$ cat src/rcc_regs.svh
// Register map, field positions, reset values and timing of the converter control block.
// Assumes a single 100 MHz reference clock; included by the package user only.
`ifndef RCC_REGS_SVH
`define RCC_REGS_SVH

// Register addresses (read form; the write form adds the top bit)
`define RCC_ADDR_CFG      3'h0
`define RCC_ADDR_RES_HI   3'h1
`define RCC_ADDR_RES_LO   3'h2
`define RCC_ADDR_UHI      3'h3
`define RCC_ADDR_ULO      3'h4
`define RCC_ADDR_LHI      3'h5
`define RCC_ADDR_LLO      3'h6
`define RCC_ADDR_FLT      3'h7
`define RCC_WRITE_BIT     7

// Configuration fields
`define RCC_CFG_BIAS      7
`define RCC_CFG_AUTO      6
`define RCC_CFG_ONESHOT   5
`define RCC_CFG_3WIRE     4
`define RCC_CFG_FD_HI     3
`define RCC_CFG_FD_LO     2
`define RCC_CFG_FCLR      1
`define RCC_CFG_NOTCH50   0

// Fault status fields
`define RCC_FLT_HIGH      7
`define RCC_FLT_LOW       6
`define RCC_FLT_REF_HI    5
`define RCC_FLT_REF_LO    4
`define RCC_FLT_RTD_LO    3
`define RCC_FLT_OVUV      2

// Reset values and full-scale result code
`define RCC_RST_CFG       8'h00
`define RCC_RST_UPPER     8'hFF
`define RCC_RST_LOWER     8'h00
`define RCC_RST_ZERO      8'h00
`define RCC_FULL_SCALE    15'h7FFF

// Timing
`define RCC_CLK_MHZ       100
`define RCC_CONV60_US     52000
`define RCC_CONV50_US     62500
`define RCC_FD_DELAY_US   100

`endif

$ cat src/rcc_pkg.sv
// Types shared by the converter control block.
// Constants live in rcc_regs.svh.
package rcc_pkg;
   typedef logic [7:0] rcc_byte_t;
   typedef enum logic [2:0] {
      FD_IDLE, FD_SETTLE_CLOSED, FD_SETTLE_OPEN, FD_HOLD, FD_CHECK_OPEN
   } rcc_fd_e;
   typedef enum logic {CV_IDLE, CV_RUN} rcc_conv_e;
endpackage

$ cat src/rcc_converter.sv
// Control and register logic of a resistance-to-digital converter.
// Assumes serial port pins and analog comparator levels arrive asynchronous to ref_clk.
//
// Functional notes
// Eight byte-wide registers: config, result, thresholds, fault status.
// Address byte bit 7 set means write, clear means read.
// Every byte moves most significant bit first.
// Result is a 15-bit ratio of sensor to reference voltage.
// Negative differential input gives result code zero.
// Input above reference saturates result at full scale.
// Result at or above upper, or at or below lower limit flags fault.
// Over/undervoltage sets status bit 2 and freezes results while present.
// Fault detection cycle runs only on request via config bits 3:2.
// Fault cycle can open the return ground switch.
// Config bit 7 enables bias; continuous mode keeps bias on.
// Config bit 6 selects continuous conversion, else normally off.
// One-shot bit starts one conversion at the following chip select rise.
// In multibyte writes one-shot waits for the final chip select rise.
// One-shot bit self-clears once its conversion has started.
// Conversion lasts 52 ms with 60 Hz notch, 62.5 ms with 50 Hz.
// Master waits settling time after enabling bias before one-shot.
// Three-wire bit selects lead voltage compensation in front end.
// Third-order sinc decimation filters the modulator stream.
// Upper limits reset to FFh, everything else to 00h.
// Ready output falls on new result, rises on result register read.
// Config bit 1 with bits 5,3,2 zero clears fault bits 7:2.
// Result low byte bit 0 shows any detected fault.
// Address byte first, then data bytes at consecutive addresses.
// Writes to read-only registers are ignored.
`timescale 1ns/1ps
`include "rcc_regs.svh"

module rcc_converter #(
   parameter int CONV60_CYC   = `RCC_CONV60_US * `RCC_CLK_MHZ,
   parameter int CONV50_CYC   = `RCC_CONV50_US * `RCC_CLK_MHZ,
   parameter int FD_DELAY_CYC = `RCC_FD_DELAY_US * `RCC_CLK_MHZ,
   parameter int DEC          = 32,
   parameter int SINC_W       = 16
) (
   // Clock, reset, enable
   input  wire logic ref_clk,
   input  wire logic rst_n,
   input  wire logic clk_en,
   // Serial port
   input  wire logic sclk,
   input  wire logic cs_n,
   input  wire logic sdi,
   output logic      sdo,
   output logic      sdo_oe,
   output logic      result_ready_n,
   // Analog front end
   input  wire logic modulator_bit,
   input  wire logic input_negative,
   input  wire logic overvoltage_detect,
   input  wire logic reference_input_pos_above,
   input  wire logic reference_input_pos_below,
   input  wire logic sensor_input_pos_below,
   output logic      bias_voltage_en,
   output logic      three_wire_sense,
   output logic      notch_50hz,
   output logic      return_switch_open
);
   import rcc_pkg::*;

   localparam int NS = 9;
   localparam int DW = $clog2(DEC);

   ////////////////////////////////////////////////////////////////////////////
   // Input synchronisers; stage one is read only by stage two
   logic [NS-1:0] s1;
   logic [NS-1:0] s2;
   logic          sclk_q;
   logic          cs_q;
   // Reset to pin idle levels: all ones would fake an overvoltage fault
   always_ff @(posedge ref_clk) begin
      if (!rst_n) begin
         s1     <= 9'h002;
         s2     <= 9'h002;
         sclk_q <= 1'b0;
         cs_q   <= 1'b1;
      end else if (clk_en) begin
         s1     <= {sensor_input_pos_below, reference_input_pos_below, reference_input_pos_above, overvoltage_detect,
                    input_negative, modulator_bit, sdi, cs_n, sclk};
         s2     <= s1;
         sclk_q <= s2[0];
         cs_q   <= s2[1];
      end
   end
   wire sclk_l  = s2[0];
   wire cs_l    = s2[1];
   wire sdi_l   = s2[2];
   wire mod_l   = s2[3];
   wire neg_l   = s2[4];
   wire ovuv_l  = s2[5];
   wire rhi_l   = s2[6];
   wire rlo_l   = s2[7];
   wire tlo_l   = s2[8];
   wire sclk_rise = sclk_l & ~sclk_q;
   wire sclk_fall = ~sclk_l & sclk_q;
   wire cs_fall   = ~cs_l & cs_q;
   wire cs_rise   = cs_l & ~cs_q;

   ////////////////////////////////////////////////////////////////////////////
   // Register state (declared early for the read mux)
   rcc_byte_t cfg;
   rcc_byte_t up_hi, up_lo, lo_hi, lo_lo, flt;
   logic [14:0] result;
   logic        pend;
   logic [1:0]  fd_code;

   function automatic rcc_byte_t reg_read(input logic [2:0] a);
      unique case (a)
         `RCC_ADDR_CFG:    reg_read = {cfg[7:6], pend, cfg[4], fd_code, 1'b0, cfg[0]};
         `RCC_ADDR_RES_HI: reg_read = result[14:7];
         `RCC_ADDR_RES_LO: reg_read = {result[6:0], |flt[7:2]};
         `RCC_ADDR_UHI:    reg_read = up_hi;
         `RCC_ADDR_ULO:    reg_read = up_lo;
         `RCC_ADDR_LHI:    reg_read = lo_hi;
         `RCC_ADDR_LLO:    reg_read = lo_lo;
         `RCC_ADDR_FLT:    reg_read = flt;
      endcase
   endfunction

   ////////////////////////////////////////////////////////////////////////////
   // Serial slave: sample on SCLK rise, shift out on SCLK fall
   logic [2:0] bit_cnt, next_bit_cnt;
   rcc_byte_t  rx, next_rx, tx, next_tx;
   logic       first, next_first, wr, next_wr;
   logic [2:0] addr, next_addr;
   logic       next_sdo, next_sdo_oe;
   logic       wr_stb, rd_res_stb;
   rcc_byte_t  wr_data;

   always_comb begin
      logic [2:0] rd_a;
      logic       rd_go;
      rd_a         = addr;
      rd_go        = 1'b0;
      next_bit_cnt = bit_cnt;
      next_rx      = rx;
      next_tx      = tx;
      next_first   = first;
      next_wr      = wr;
      next_addr    = addr;
      next_sdo     = sdo;
      next_sdo_oe  = ~cs_l;
      wr_stb       = 1'b0;
      rd_res_stb   = 1'b0;
      wr_data      = {rx[6:0], sdi_l};
      if (cs_fall) begin
         next_bit_cnt = 3'h0;
         next_first   = 1'b1;
      end else if (!cs_l && sclk_rise) begin
         next_rx      = {rx[6:0], sdi_l};
         next_bit_cnt = bit_cnt + 3'h1;
         if (bit_cnt == 3'h7) begin
            if (first) begin
               next_first = 1'b0;
               next_wr    = wr_data[`RCC_WRITE_BIT];
               next_addr  = wr_data[2:0];
               rd_a       = wr_data[2:0];
               rd_go      = ~wr_data[`RCC_WRITE_BIT];
            end else begin
               wr_stb    = wr;
               rd_a      = addr + 3'h1;
               next_addr = rd_a;
               rd_go     = ~wr;
            end
            if (rd_go) begin
               next_tx    = reg_read(rd_a);
               rd_res_stb = (rd_a == `RCC_ADDR_RES_HI) || (rd_a == `RCC_ADDR_RES_LO);
            end
         end
      end else if (!cs_l && sclk_fall) begin
         next_sdo = tx[7];
         next_tx  = {tx[6:0], 1'b0};
      end
   end

   always_ff @(posedge ref_clk) begin
      if (!rst_n) begin
         bit_cnt <= 3'h0;
         rx      <= 8'h00;
         tx      <= 8'h00;
         first   <= 1'b1;
         wr      <= 1'b0;
         addr    <= 3'h0;
         sdo     <= 1'b0;
         sdo_oe  <= 1'b0;
      end else if (clk_en) begin
         bit_cnt <= next_bit_cnt;
         rx      <= next_rx;
         tx      <= next_tx;
         first   <= next_first;
         wr      <= next_wr;
         addr    <= next_addr;
         sdo     <= next_sdo;
         sdo_oe  <= next_sdo_oe;
      end
   end

   ////////////////////////////////////////////////////////////////////////////
   // Sinc3 decimator; DEC cubed equals full scale plus one
   logic [SINC_W-1:0] i1, i2, i3, z3, c1z, c2z, y;
   logic [DW-1:0]     dec_cnt;
   wire               dec_wrap = (dec_cnt == DW'(DEC - 1));
   wire  [SINC_W-1:0] d1 = i3 - z3;
   wire  [SINC_W-1:0] d2 = d1 - c1z;

   always_ff @(posedge ref_clk) begin
      if (!rst_n) begin
         {i1, i2, i3, z3, c1z, c2z, y} <= '0;
         dec_cnt <= '0;
      end else if (clk_en) begin
         i1      <= i1 + SINC_W'(mod_l);
         i2      <= i2 + i1;
         i3      <= i3 + i2;
         dec_cnt <= dec_cnt + DW'(1);
         if (dec_wrap) begin
            z3  <= i3;
            c1z <= d1;
            c2z <= d2;
            y   <= d2 - c2z;
         end
      end
   end

   // Negative input clamps to zero, overrange saturates
   wire [14:0] code = neg_l ? 15'h0000 :
                      y[15] ? `RCC_FULL_SCALE : y[14:0];

   ////////////////////////////////////////////////////////////////////////////
   // Configuration, conversion sequencing and fault handling
   rcc_byte_t   next_cfg, next_up_hi, next_up_lo, next_lo_hi, next_lo_lo, next_flt;
   logic [14:0] next_result;
   logic        next_pend, armed, next_armed, next_rdy_n;
   logic [1:0]  next_fd_code;
   rcc_conv_e   cv, next_cv;
   rcc_fd_e     fd, next_fd;
   logic [23:0] cv_cnt, next_cv_cnt;
   logic [15:0] fd_cnt, next_fd_cnt;
   logic        sw_open, next_sw_open;

   wire [14:0] up15 = {up_hi, up_lo[7:1]};
   wire [14:0] lo15 = {lo_hi, lo_lo[7:1]};

   always_comb begin
      rcc_byte_t fset;
      logic      both;
      fset         = 8'h00;
      both         = 1'b0;
      next_cfg     = cfg;
      next_up_hi   = up_hi;
      next_up_lo   = up_lo;
      next_lo_hi   = lo_hi;
      next_lo_lo   = lo_lo;
      next_flt     = flt;
      next_result  = result;
      next_pend    = pend;
      next_armed   = armed;
      next_rdy_n   = result_ready_n | rd_res_stb;
      next_fd_code = fd_code;
      next_cv      = cv;
      next_fd      = fd;
      next_cv_cnt  = cv_cnt;
      next_fd_cnt  = fd_cnt;
      next_sw_open = sw_open;
      if (wr_stb) begin
         unique case (addr)
            `RCC_ADDR_CFG: begin
               both = wr_data[`RCC_CFG_ONESHOT] & (wr_data[3] | wr_data[2]);
               next_cfg = {wr_data[7:6], 1'b0, wr_data[4], 3'b000, wr_data[0]};
               if (!both && wr_data[`RCC_CFG_ONESHOT] && !wr_data[`RCC_CFG_AUTO])
                  next_pend = 1'b1;
               if (!both && wr_data[3:2] != 2'b00) begin
                  if (fd == FD_HOLD && wr_data[3:2] == 2'b11) begin
                     next_fd      = FD_CHECK_OPEN;
                     next_fd_code = 2'b11;
                  end else if (fd == FD_IDLE && wr_data[3:2] == 2'b10) begin
                     fset[`RCC_FLT_REF_HI] = rhi_l;
                     next_sw_open = 1'b1;
                     next_fd      = FD_HOLD;
                     next_fd_code = 2'b10;
                  end else if (fd == FD_IDLE) begin
                     next_fd      = FD_SETTLE_CLOSED;
                     next_fd_code = 2'b01;
                     next_fd_cnt  = 16'(FD_DELAY_CYC);
                  end
               end
               if (wr_data[1] && wr_data[5:2] ==? 4'b0?00)
                  next_flt = 8'h00;
            end
            `RCC_ADDR_UHI: next_up_hi = wr_data;
            `RCC_ADDR_ULO: next_up_lo = wr_data;
            `RCC_ADDR_LHI: next_lo_hi = wr_data;
            `RCC_ADDR_LLO: next_lo_lo = wr_data;
            default: ;
         endcase
      end
      // Trigger waits for chip select rise, which ends a multibyte write
      if (pend && cs_rise)
         next_armed = 1'b1;
      unique case (fd)
         FD_IDLE, FD_HOLD: ;
         FD_SETTLE_CLOSED: begin
            next_fd_cnt = fd_cnt - 16'h0001;
            if (fd_cnt == 16'h0000) begin
               fset[`RCC_FLT_REF_HI] = rhi_l;
               next_sw_open = 1'b1;
               next_fd_cnt  = 16'(FD_DELAY_CYC);
               next_fd      = FD_SETTLE_OPEN;
            end
         end
         FD_SETTLE_OPEN, FD_CHECK_OPEN: begin
            next_fd_cnt = fd_cnt - 16'h0001;
            if (fd == FD_CHECK_OPEN || fd_cnt == 16'h0000) begin
               fset[`RCC_FLT_REF_LO] = rlo_l;
               fset[`RCC_FLT_RTD_LO] = tlo_l;
               next_sw_open = 1'b0;
               next_fd_code = 2'b00;
               next_fd      = FD_IDLE;
            end
         end
      endcase
      unique case (cv)
         CV_IDLE: begin
            if (cfg[`RCC_CFG_AUTO] || (armed && pend)) begin
               next_cv     = CV_RUN;
               next_pend   = 1'b0;
               next_armed  = 1'b0;
               next_cv_cnt = cfg[`RCC_CFG_NOTCH50] ? 24'(CONV50_CYC) : 24'(CONV60_CYC);
            end
         end
         CV_RUN: begin
            next_cv_cnt = cv_cnt - 24'h000001;
            if (cv_cnt == 24'h000000) begin
               next_cv = CV_IDLE;
               if (!ovuv_l) begin
                  next_result = code;
                  next_rdy_n  = 1'b0;
                  fset[`RCC_FLT_HIGH] = (code >= up15);
                  fset[`RCC_FLT_LOW]  = (code <= lo15);
               end
            end
         end
      endcase
      fset[`RCC_FLT_OVUV] = ovuv_l;
      next_flt = next_flt | fset;
   end

   always_ff @(posedge ref_clk) begin
      if (!rst_n) begin
         cfg                <= `RCC_RST_CFG;
         up_hi              <= `RCC_RST_UPPER;
         up_lo              <= `RCC_RST_UPPER;
         lo_hi              <= `RCC_RST_LOWER;
         lo_lo              <= `RCC_RST_LOWER;
         flt                <= `RCC_RST_ZERO;
         result             <= 15'h0000;
         pend               <= 1'b0;
         armed              <= 1'b0;
         fd_code            <= 2'b00;
         cv                 <= CV_IDLE;
         fd                 <= FD_IDLE;
         cv_cnt             <= 24'h000000;
         fd_cnt             <= 16'h0000;
         sw_open            <= 1'b0;
         result_ready_n     <= 1'b1;
         bias_voltage_en    <= 1'b0;
         three_wire_sense   <= 1'b0;
         notch_50hz         <= 1'b0;
         return_switch_open <= 1'b0;
      end else if (clk_en) begin
         cfg                <= next_cfg;
         up_hi              <= next_up_hi;
         up_lo              <= next_up_lo;
         lo_hi              <= next_lo_hi;
         lo_lo              <= next_lo_lo;
         flt                <= next_flt;
         result             <= next_result;
         pend               <= next_pend;
         armed              <= next_armed;
         fd_code            <= next_fd_code;
         cv                 <= next_cv;
         fd                 <= next_fd;
         cv_cnt             <= next_cv_cnt;
         fd_cnt             <= next_fd_cnt;
         sw_open            <= next_sw_open;
         result_ready_n     <= next_rdy_n;
         bias_voltage_en    <= next_cfg[`RCC_CFG_BIAS] | next_cfg[`RCC_CFG_AUTO];
         three_wire_sense   <= next_cfg[`RCC_CFG_3WIRE];
         notch_50hz         <= next_cfg[`RCC_CFG_NOTCH50];
         return_switch_open <= next_sw_open;
      end
   end
endmodule

$ cat config.mk
export PLATFORM = sky130hd
export DESIGN_NAME = rcc_converter
export DESIGN_NICKNAME = d
export VERILOG_FILES = /design/src/rcc_pkg.sv /design/src/rcc_converter.sv
export VERILOG_INCLUDE_DIRS = /design/src
export SDC_FILE = /design/constraint.sdc
export NUM_CORES = 1
export LEC_CHECK = 0
export BUFFER_PORTS_ARGS = -buffer_cell sky130_fd_sc_hd__buf_4
export CAP_MARGIN = 10
export CORE_ASPECT_RATIO = 0.8
export CORE_UTILIZATION = 55
export DETAILED_ROUTE_END_ITERATION = 7
export PLACE_DENSITY = 0.75
export REMOVE_ABC_BUFFERS = 1
export SLEW_MARGIN = 20
export SYNTH_ARGS = -nofsm -noshare
export SYNTH_HDL_FRONTEND = slang
export SYNTH_SLANG_ARGS = --single-unit
$ cat constraint.sdc
create_clock -name ref_clk -period 11.6 [get_ports ref_clk]
set_clock_uncertainty 0.1 [all_clocks]
set_input_delay 2.32 -clock ref_clk [delete_from_list [all_inputs] [get_ports ref_clk]]
set_output_delay 2.32 -clock ref_clk [all_outputs]
set_load 0.01 [all_outputs]
Word level (Yosys, flattened, before mapping)
Index checks and enable logic that the tools add are counted.
{ "classes": {"n_bitwise": 19, "eq_ne": 24, "mux": 95, "order_cmp": 2, "reduce_logical": 47, "add_sub_neg": 11} }
{ "op_table": {"columns": ["cell", "count"], "rows": [
  ["16-bit 2-to-1 mux", 7],
  ["8-bit 2-to-1 mux", 9],
  ["8-bit case mux with 8 select lines", 1],
  ["24-bit case mux with 2 select lines", 1],
  ["16-bit subtractor", 3],
  ["1-bit 2-to-1 mux", 42],
  ["3-bit 2-to-1 mux", 14],
  ["16-bit adder", 2],
  ["16-bit case mux with 2 select lines", 1],
  ["15-bit 2-to-1 mux", 2],
  ["3-bit equality test (second input constant)", 9],
  ["2-bit 2-to-1 mux", 13],
  ["24-bit zero test", 1],
  ["24-bit 2-to-1 mux", 1],
  ["24-bit by 1-bit subtractor with 24-bit output (second input constant)", 1],
  ["21-bit 2-to-1 mux", 1],
  ["3-bit AND reduction", 6],
  ["16-bit by 1-bit adder with 16-bit output", 1],
  ["16-bit zero test", 1],
  ["16-bit by 1-bit subtractor with 16-bit output (second input constant)", 1],
  ["3-bit by 2-bit equality test with 1-bit output (second input constant)", 5],
  ["15-bit >= comparator", 1],
  ["15-bit <= comparator", 1],
  ["3-bit zero test", 4],
  ["25 further kinds", 70]
]} }
{ "word_totals": {"out_inout_bits": 7, "in_bits": 12, "reg_bits": 274, "word_cells": 237} }

Depth between registers and ports, before layout
Gate-level depths: netlist of run 1.
{ "depth": {"depth_word": 15, "mapped_depth": 27, "depth_no_buf": 27} }

Worst setup path after synthesis of run 1
OpenSTA, ideal clock, no wires.
{ "synth_timing": {"kind": "register to register", "start": "register z3[1]", "end": "register y[15]", "path_stages_with_launch": 27, "n_path_buf": 0, "required_ns": 11.383, "arrival_time_ns": 4.819, "setup_slack_ns": 6.563, "synth_period_minus_slack_ns": 5.037, "setup_time_ns": 0.117, "cell_sequence": "dfxtp_1 -> inv_1 -> ha_1 -> nor2b_1 -> o31ai_1 -> a211oi_1 -> a21o_1 -> a21o_1 -> a21oi_1 -> xnor2_1 -> ha_1 -> a21o_1 -> a31o_2 -> a21o_1 -> a21oi_1 -> o21bai_1 -> a21oi_1 -> xnor2_1 -> ha_1 -> nand3_1 -> o21ai_0 -> o21ai_0 -> a22o_1 -> a221oi_1 -> nor2_1 -> mux2i_1 -> nand2_1"} }
{ "synth_between": {"elab_chain_cells": 3} }
{ "synth_lines": {"columns": ["item", "line", "rtl"], "rows": [
  ["start: declaration", "rcc_converter.sv:204", "logic [SINC_W-1:0] i1, i2, i3, z3, c1z, c2z, y;"],
  ["start signal: assignment", "rcc_converter.sv:220", "z3 <= i3;"],
  ["16-bit subtractor", "rcc_converter.sv:207", "wire [SINC_W-1:0] d1 = i3 - z3;"],
  ["via d1[9]", "rcc_converter.sv:207", null],
  ["16-bit subtractor", "rcc_converter.sv:208", "wire [SINC_W-1:0] d2 = d1 - c1z;"],
  ["via d2[13]", "rcc_converter.sv:208", null],
  ["16-bit subtractor", "rcc_converter.sv:223", "y <= d2 - c2z;"],
  ["end signal: assignment", "rcc_converter.sv:223", null],
  ["end: declaration", "rcc_converter.sv:204", null]
]} }
The timed path passes the listed nets, and every way through them passes these cells.
A chain may end at the register's enable or synchronous reset.

Worst setup path in the final report of run 1
Ends and elaborated chain as after synthesis.

==> results.ini, run 1 <==
[outcome]
outcome=finished, final reports clean

[timing]
timing.final.ws_setup_ns=6.03
tns_ns=0
hold_viol=0
fin_crit_ns=5.57
whs_ns=0.351
tightest_slew_ns=1.02
rsz0062_at_grt=false
post-route-period-util_pct=48.0
maxSlewViolCount=0
setup-violations-final=0
slew_headroom_pct=32.3
fmax_ghz=0.180

[clock_tree]
htree_levels=1
path_clk_slew_ns=0.06
cts_hold_buf=0
cts_buffers=29
postCtsSetupBuffers=0
tritoncts=yes
clock_path_buffers=3
clk_latency_ns=0.57
cts.sinks=270
root_buffer=clkbuf_16
ctsResizeCount=0

[logic_synthesis]
yosysWarnings=0
syn-cell-area_sq_um=15500
netlist_instances=1947
async_flop_share_pct=0
synth.distinct_cells=75
synth_edf_count=0
ys_seq_area_share_pct=34.8
synthFlopType=dfxtp_1
synth_seq_cells=270
avgSynthCellArea_sq_um=7.98

[placement]
place_area_sq_um=15800
dp_cells=2245
port_buffers=18
dpl.hpwl_microns=24900
dp_slack_ns=6.09
gp_congestion=0.903

[global_route]
grt_pass1_wl_microns=60100
grt_pass1_vias=12200
overflow=0
track_usage_pct=24.8
grt_start_max_net_pins=118
antenna_found_initial=0

[finish]
area_delta_synth_final_pct=7.91
final_cell_mix=dfxtp_1 (270), nor2_1 (257), nand2_1 (230)
num_antenna_cells=0
fin_cells=2298
regArea_sq_um=5410
multi_input_comb_area_sq_um=9350
final_core_util_pct=61.0
design_area_sq_um=16800
drive_gt1_share_pct=5.33
n_fill_cell=2433
finalNetCount=2048
layout_commonest_cell=dfxtp_1

[die]
initial_core_util_pct=56.5
num_io_pins=19
die_h_microns=152
fp.dieW_microns=190
die_area_sq_um=28900
core_area_sq_um=27500
rows=54

[setup_path]
path_delay_family=compound AO/OA/AOI/OAI gates
required_ns=11.99
cpPeakStageDelay_ns=0.38
crit_path_end_kind=flop
cp_num_buf_inv=1
path_max_fanout=5
worst_path_most_repeated_cell=a21o_1
path_class=reg2reg
start_kind=flop
worstPathArrival_ns=5.97
crit_path_top_delay_cell=dfxtp_1

[power]
sw_frac_of_total_pct=27.6
p_clk_share_pct=40.4
power_mw=2.24
p_leak_nw=6.87
p_switching_uw=618
combPwrFrac_pct=16.5
p_seq_share_pct=43.1
power_density_nw_per_um2=134
peakVddDrop_uv=113
internal_power_mw=1.62

[detailed_routing]
wl_per_cell_microns=15.7
vias=13400
routed_via_density=5.82
drtAntennaViolNets=0
drc=0
drt-total-wl_microns=36100
drt_iter0_markers=993
dr.pass1.iters=5

[run]
cap_violations=0

[min_path]
hp-class=reg2reg

==> logic make-up after synthesis <==
group	share of synthesized area, %
xor gates and xnor gates	5.79
DFF	34.8
muxes	5.07
and+or+nand+nor	21.4
adders and majority gates	10.2
buffers and inverters	5.10
AOI/OAI and AO/OA	17.6
==> layer usage <==
layer / vias to the layer above / share of wire (%) / track usage [%]
met2: 352 / 44 / 39.0
li1: 6700 / - / -
met5: - / 0 / 0
met4: 0 / 2.8 / 7.91
met3: 67 / 5.2 / 3.39
met1: 6261 / 48 / 35.0
==> synth_stat cells, types with 3 or more instances <==
library cell / instances / area, sq um
o41ai_1: 4 / 35.0
and2_1: 9 / 56.3
mux2i_1: 72 / 721
o211ai_1: 24 / 180
nor3b_1: 5 / 37.5
clkbuf_1: 77 / 289
dfxtp_1: 270 / 5410
a22oi_1: 5 / 37.5
or2_2: 5 / 31.3
o31ai_1: 4 / 30.0
buf_2: 3 / 15.0
nand4_1: 20 / 125
a31o_2: 3 / 26.3
buf_1: 10 / 37.5
inv_1: 111 / 417
nand2b_1: 20 / 125
nand3_1: 61 / 305
a32oi_1: 4 / 35.0
or4_1: 7 / 52.6
a221oi_1: 6 / 52.6
xor2_1: 43 / 377
o21a_1: 21 / 158
a21o_1: 32 / 240
or3_1: 15 / 93.8
xnor2_1: 57 / 499
ha_1: 119 / 1490
and3_1: 14 / 87.6
fa_1: 5 / 100
nor4_1: 8 / 50.1
nor3_1: 32 / 160
a21oi_1: 186 / 931
a31oi_1: 14 / 87.6
nor2b_1: 21 / 131
nand3b_1: 5 / 37.5
o31a_1: 3 / 26.3
o21bai_1: 5 / 37.5
nand4b_1: 4 / 35.0
a311oi_1: 11 / 96.3
nor2_1: 257 / 965
o2111ai_1: 3 / 26.3
o221ai_1: 5 / 43.8
a211oi_1: 21 / 158
nand2_1: 231 / 867
o21ai_0: 75 / 375
==> power by group through the flow <==
stage	clock network, mW	logic [mW]	registers (mW)
floorplan	0	0.284	0.982
global placement	0	0.356	0.985
detailed placement	0	0.364	0.986
CTS	0.922	0.366	0.966
global route	0.962	0.414	0.969
finish	0.905	0.369	0.967
==> worst min-delay path, stage by stage, from the launching register on <==
cell     delay, ns
dfxtp_1       0.30
nand2_1       0.05
a21oi_1       0.05
==> sequential cells by signal, summed over array words and instances, names as in the netlist, 9 cells and up <==
| register | cells |
|---|---|
| c1z | 16 |
| c2z | 16 |
| cv_cnt | 24 |
| fd_cnt | 16 |
| i1 | 16 |
| i2 | 16 |
| i3 | 16 |
| result | 15 |
| s1 | 9 |
| s2 | 9 |
| y | 16 |
| z3 | 16 |
==> final cells by class <==
class / instances / share of cell area (%)
clock buffers: 44 / 5.26
clock inverters: 9 / 0.328
inverters: 111 / 2.51
multi-input cells: 1473 / 55.7
flip-flops and latches: 270 / 32.2
well taps: 364 / 2.72
repair buffers: 27 / 1.21
==> worst paths after layout <==
check,start,end,slack [ns],depth (start not counted)
min reg2reg,y[9]$_SDFFE_PN0P_,y[9]$_SDFFE_PN0P_,0.35,2
max,z3[1]$_SDFFE_PN0P_,y[15]$_SDFFE_PN0P_,6.03,26
min,y[9]$_SDFFE_PN0P_,y[9]$_SDFFE_PN0P_,0.35,2
max reg2reg,z3[1]$_SDFFE_PN0P_,y[15]$_SDFFE_PN0P_,6.03,26
No activity file was read; power rests on OpenSTA's default activity.
==> run 2, diff against run 1 <==
==> constraint.sdc (replaced) <==
create_clock -name ref_clk -period 5.6 [get_ports ref_clk]
set_clock_uncertainty 0.1 [all_clocks]
set_input_delay 1.12 -clock ref_clk [delete_from_list [all_inputs] [get_ports ref_clk]]
set_output_delay 1.12 -clock ref_clk [all_outputs]
set_load 0.01 [all_outputs]
==> run 2 against run 1 <==
  * Die area stayed put
  * Global-route usage is 0.26 points higher
  * Worst hold slack better by 0.0015 ns
  * Sequential power is 110% higher
  * Register-to-register slack worse by 5.7 ns
  * Flip-flop and latch count stayed put
  * Sequential share of layout area is 0.30 points lower
  * Clock power is 120% higher
  * Via count is 0.45% lower
  * First-iteration DRC count is 5.3% lower
  * Power is 110% higher
  * Critical endpoint unchanged
  * Largest cell class unchanged
  * Highest routed layer unchanged
==> results.ini, run 2 (synthesis gave the netlist of run 1 again) <==
[outcome]
outcome=finished, final reports clean

[clock_tree]
htree_levels=1  ; unchanged
cts_buffers=29  ; unchanged
clock_path_buffers=3  ; unchanged
root_buffer=clkbuf_16
path_clk_slew_ns=0.06  ; about the same
cts.sinks=270  ; unchanged
tritoncts=yes
clk_latency_ns=0.56  ; about the same

[global_route]
overflow=0  ; unchanged
grt_pass1_vias=12300  ; +0.85%
grt_start_max_net_pins=128  ; +8.5%
gr-usage-met3_pct=2.69  ; -0.69 points
busiest_layer=met2
track_usage_pct=25.1  ; +0.26 points
grt_use_met1_pct=35.8  ; +0.81 points
use_met2_pct=40.0  ; +0.94 points
antenna_found_initial=0  ; unchanged
grt_pass1_wl_microns=60900  ; +1.4%

[power]
p_switching_mw=1.30  ; +110%
p_seq_share_pct=41.8  ; -1.3 points
sw_frac_of_total_pct=27.2  ; -0.39 points
internal_power_mw=3.49  ; +110%
p_clk_share_pct=41.9  ; +1.5 points
power_density_nw_per_um2=283  ; +110%
peakVddDrop_uv=225  ; +99%
combPwrFrac_pct=16.4  ; about the same
p_leak_nw=6.93  ; +0.84%

[setup_path]
worstPathArrival_ns=5.57  ; -0.40 ns
path_class=reg2reg
start_kind=flop
path_max_fanout=8  ; +3
crit_path_end_kind=flop
required_ns=5.93  ; -6.06 ns

[timing]
hold_viol=0  ; unchanged
fin_crit_ns=5.24  ; -0.336 ns
fmax_ghz=0.191  ; +6.4%
slew_headroom_pct=49.5  ; +17 points
setup-violations-final=0  ; unchanged
whs_ns=0.353  ; +0.00152 ns
tns_ns=0  ; unchanged
maxSlewViolCount=0  ; unchanged
tightest_slew_ns=0.758  ; -0.258 ns
post-route-period-util_pct=93.5  ; +45 points

[finish]
final_cell_mix=dfxtp_1 (270), nor2_1 (257), nand2_1 (230)
num_antenna_cells=0  ; unchanged
finalNetCount=2051  ; +0.15%
largest_reg_flops=24  ; unchanged
drive_gt1_share_pct=5.93  ; +0.61 points
n_fill_cell=2363  ; -2.9%
fin_cells=2302  ; +0.17%
top_register=cv_cnt
layout_commonest_cell=dfxtp_1
area_delta_synth_final_pct=8.93
design_area_sq_um=16900  ; +0.95%

[detailed_routing]
dr.pass1.iters=5  ; unchanged
drtAntennaViolNets=0  ; unchanged
drc=0  ; unchanged
routed_via_density=5.79  ; -0.62%
vias=13300  ; -0.45%
drt_iter0_markers=940  ; -5.3%
drt-total-wl_microns=36400  ; +0.76%
wl_per_cell_microns=15.8  ; +0.59%

[min_path]
hp-class=reg2reg

[die]
die_area_sq_um=28900  ; unchanged
num_io_pins=19  ; unchanged
fp.dieW_microns=190  ; unchanged
rows=54  ; unchanged
die_h_microns=152  ; unchanged
initial_core_util_pct=56.5  ; unchanged
core_area_sq_um=27500  ; unchanged

[placement]
place_area_sq_um=15900  ; +0.13%
dp_cells=2246  ; +0.045%
port_buffers=18  ; unchanged
gp_congestion=0.933  ; +3.3%
dpl.hpwl_microns=25100  ; +0.61%

[run]
cap_violations=0  ; unchanged

[run 2: layout make-up]
cell class	instances	area, sq um	share of cell area (%)
Sequential cell	270	5410	31.9
Multi-Input combinational cell	1473	9400	55.5
Inverter	111	422	2.49
Clock buffer	43	858	5.07
Clock inverter	11	148	0.872
Timing Repair Buffer	30	238	1.40
Tap cell	364	455	2.69
[run 2: metrics by stage]
stage	util [%]	setup WS [ns]	total power [mW]
floorplan	-	0.562	2.62
global placement	57.6	0.160	2.78
detailed placement	57.6	0.0144	2.80
CTS	61.3	0.00850	4.80
global route	61.6	-0.00868	5.01
finish	61.6	0.365	4.79
[run 2: path summary, 6_finish.rpt]
| kind | to | cells after the start | slack [ns] | start |
|---|---|---|---|---|
| max | y[15]$_SDFFE_PN0P_ | 25 | 0.36 | i3[0]$_SDFFE_PN0P_ |
| min | result[11]$_SDFFE_PN0P_ | 2 | 0.35 | result[11]$_SDFFE_PN0P_ |
| max reg2reg | y[15]$_SDFFE_PN0P_ | 25 | 0.36 | i3[0]$_SDFFE_PN0P_ |
| min reg2reg | result[11]$_SDFFE_PN0P_ | 2 | 0.35 | result[11]$_SDFFE_PN0P_ |
[run 2: critical path, stage by stage, from the launching register on]
cell and delay, ns:
dfxtp_1 0.34, inv_1 0.07, ha_1 0.18, fa_1 0.22, nor2b_1 0.06, o21ai_0 0.19, nand2_1 0.18, a2111oi_4 0.41
o21bai_1 0.17, a21o_1 0.24, a31o_2 0.28, a21oi_2 0.17, xnor2_1 0.15, ha_2 0.36, a21o_1 0.21, a21o_1 0.21
a21oi_1 0.11, o21ai_1 0.12, xor2_1 0.17, ha_1 0.34, o2111ai_1 0.21, nor2_1 0.08, a221oi_2 0.29, nor2_1 0.07
mux2i_1 0.16, nand2_1 0.06
[run 2: per-layer routing]
layer  up-vias  wire, microns
met5         -              0
met4         0            891
met3        61           1950
met2       363          16100
met1      6191          17400
li1       6705              -
[run 2: power by group through the flow]
| stage | combinational [mW] | clock, mW | sequential [mW] |
|---|---|---|---|
| global placement | 0.740 | 0 | 2.04 |
| CTS | 0.764 | 2.04 | 2.00 |
| floorplan | 0.588 | 0 | 2.03 |
| finish | 0.785 | 2.01 | 2.00 |
| global route | 0.877 | 2.13 | 2.01 |
| detailed placement | 0.759 | 0 | 2.04 |
[run 2: repair_timing]
action                                  in CTS  in global routing
endpoints found under the setup margin       0                  1
hold buffers                                 0                  0
resized for setup                            0                 15
buffers inserted                             0                  2
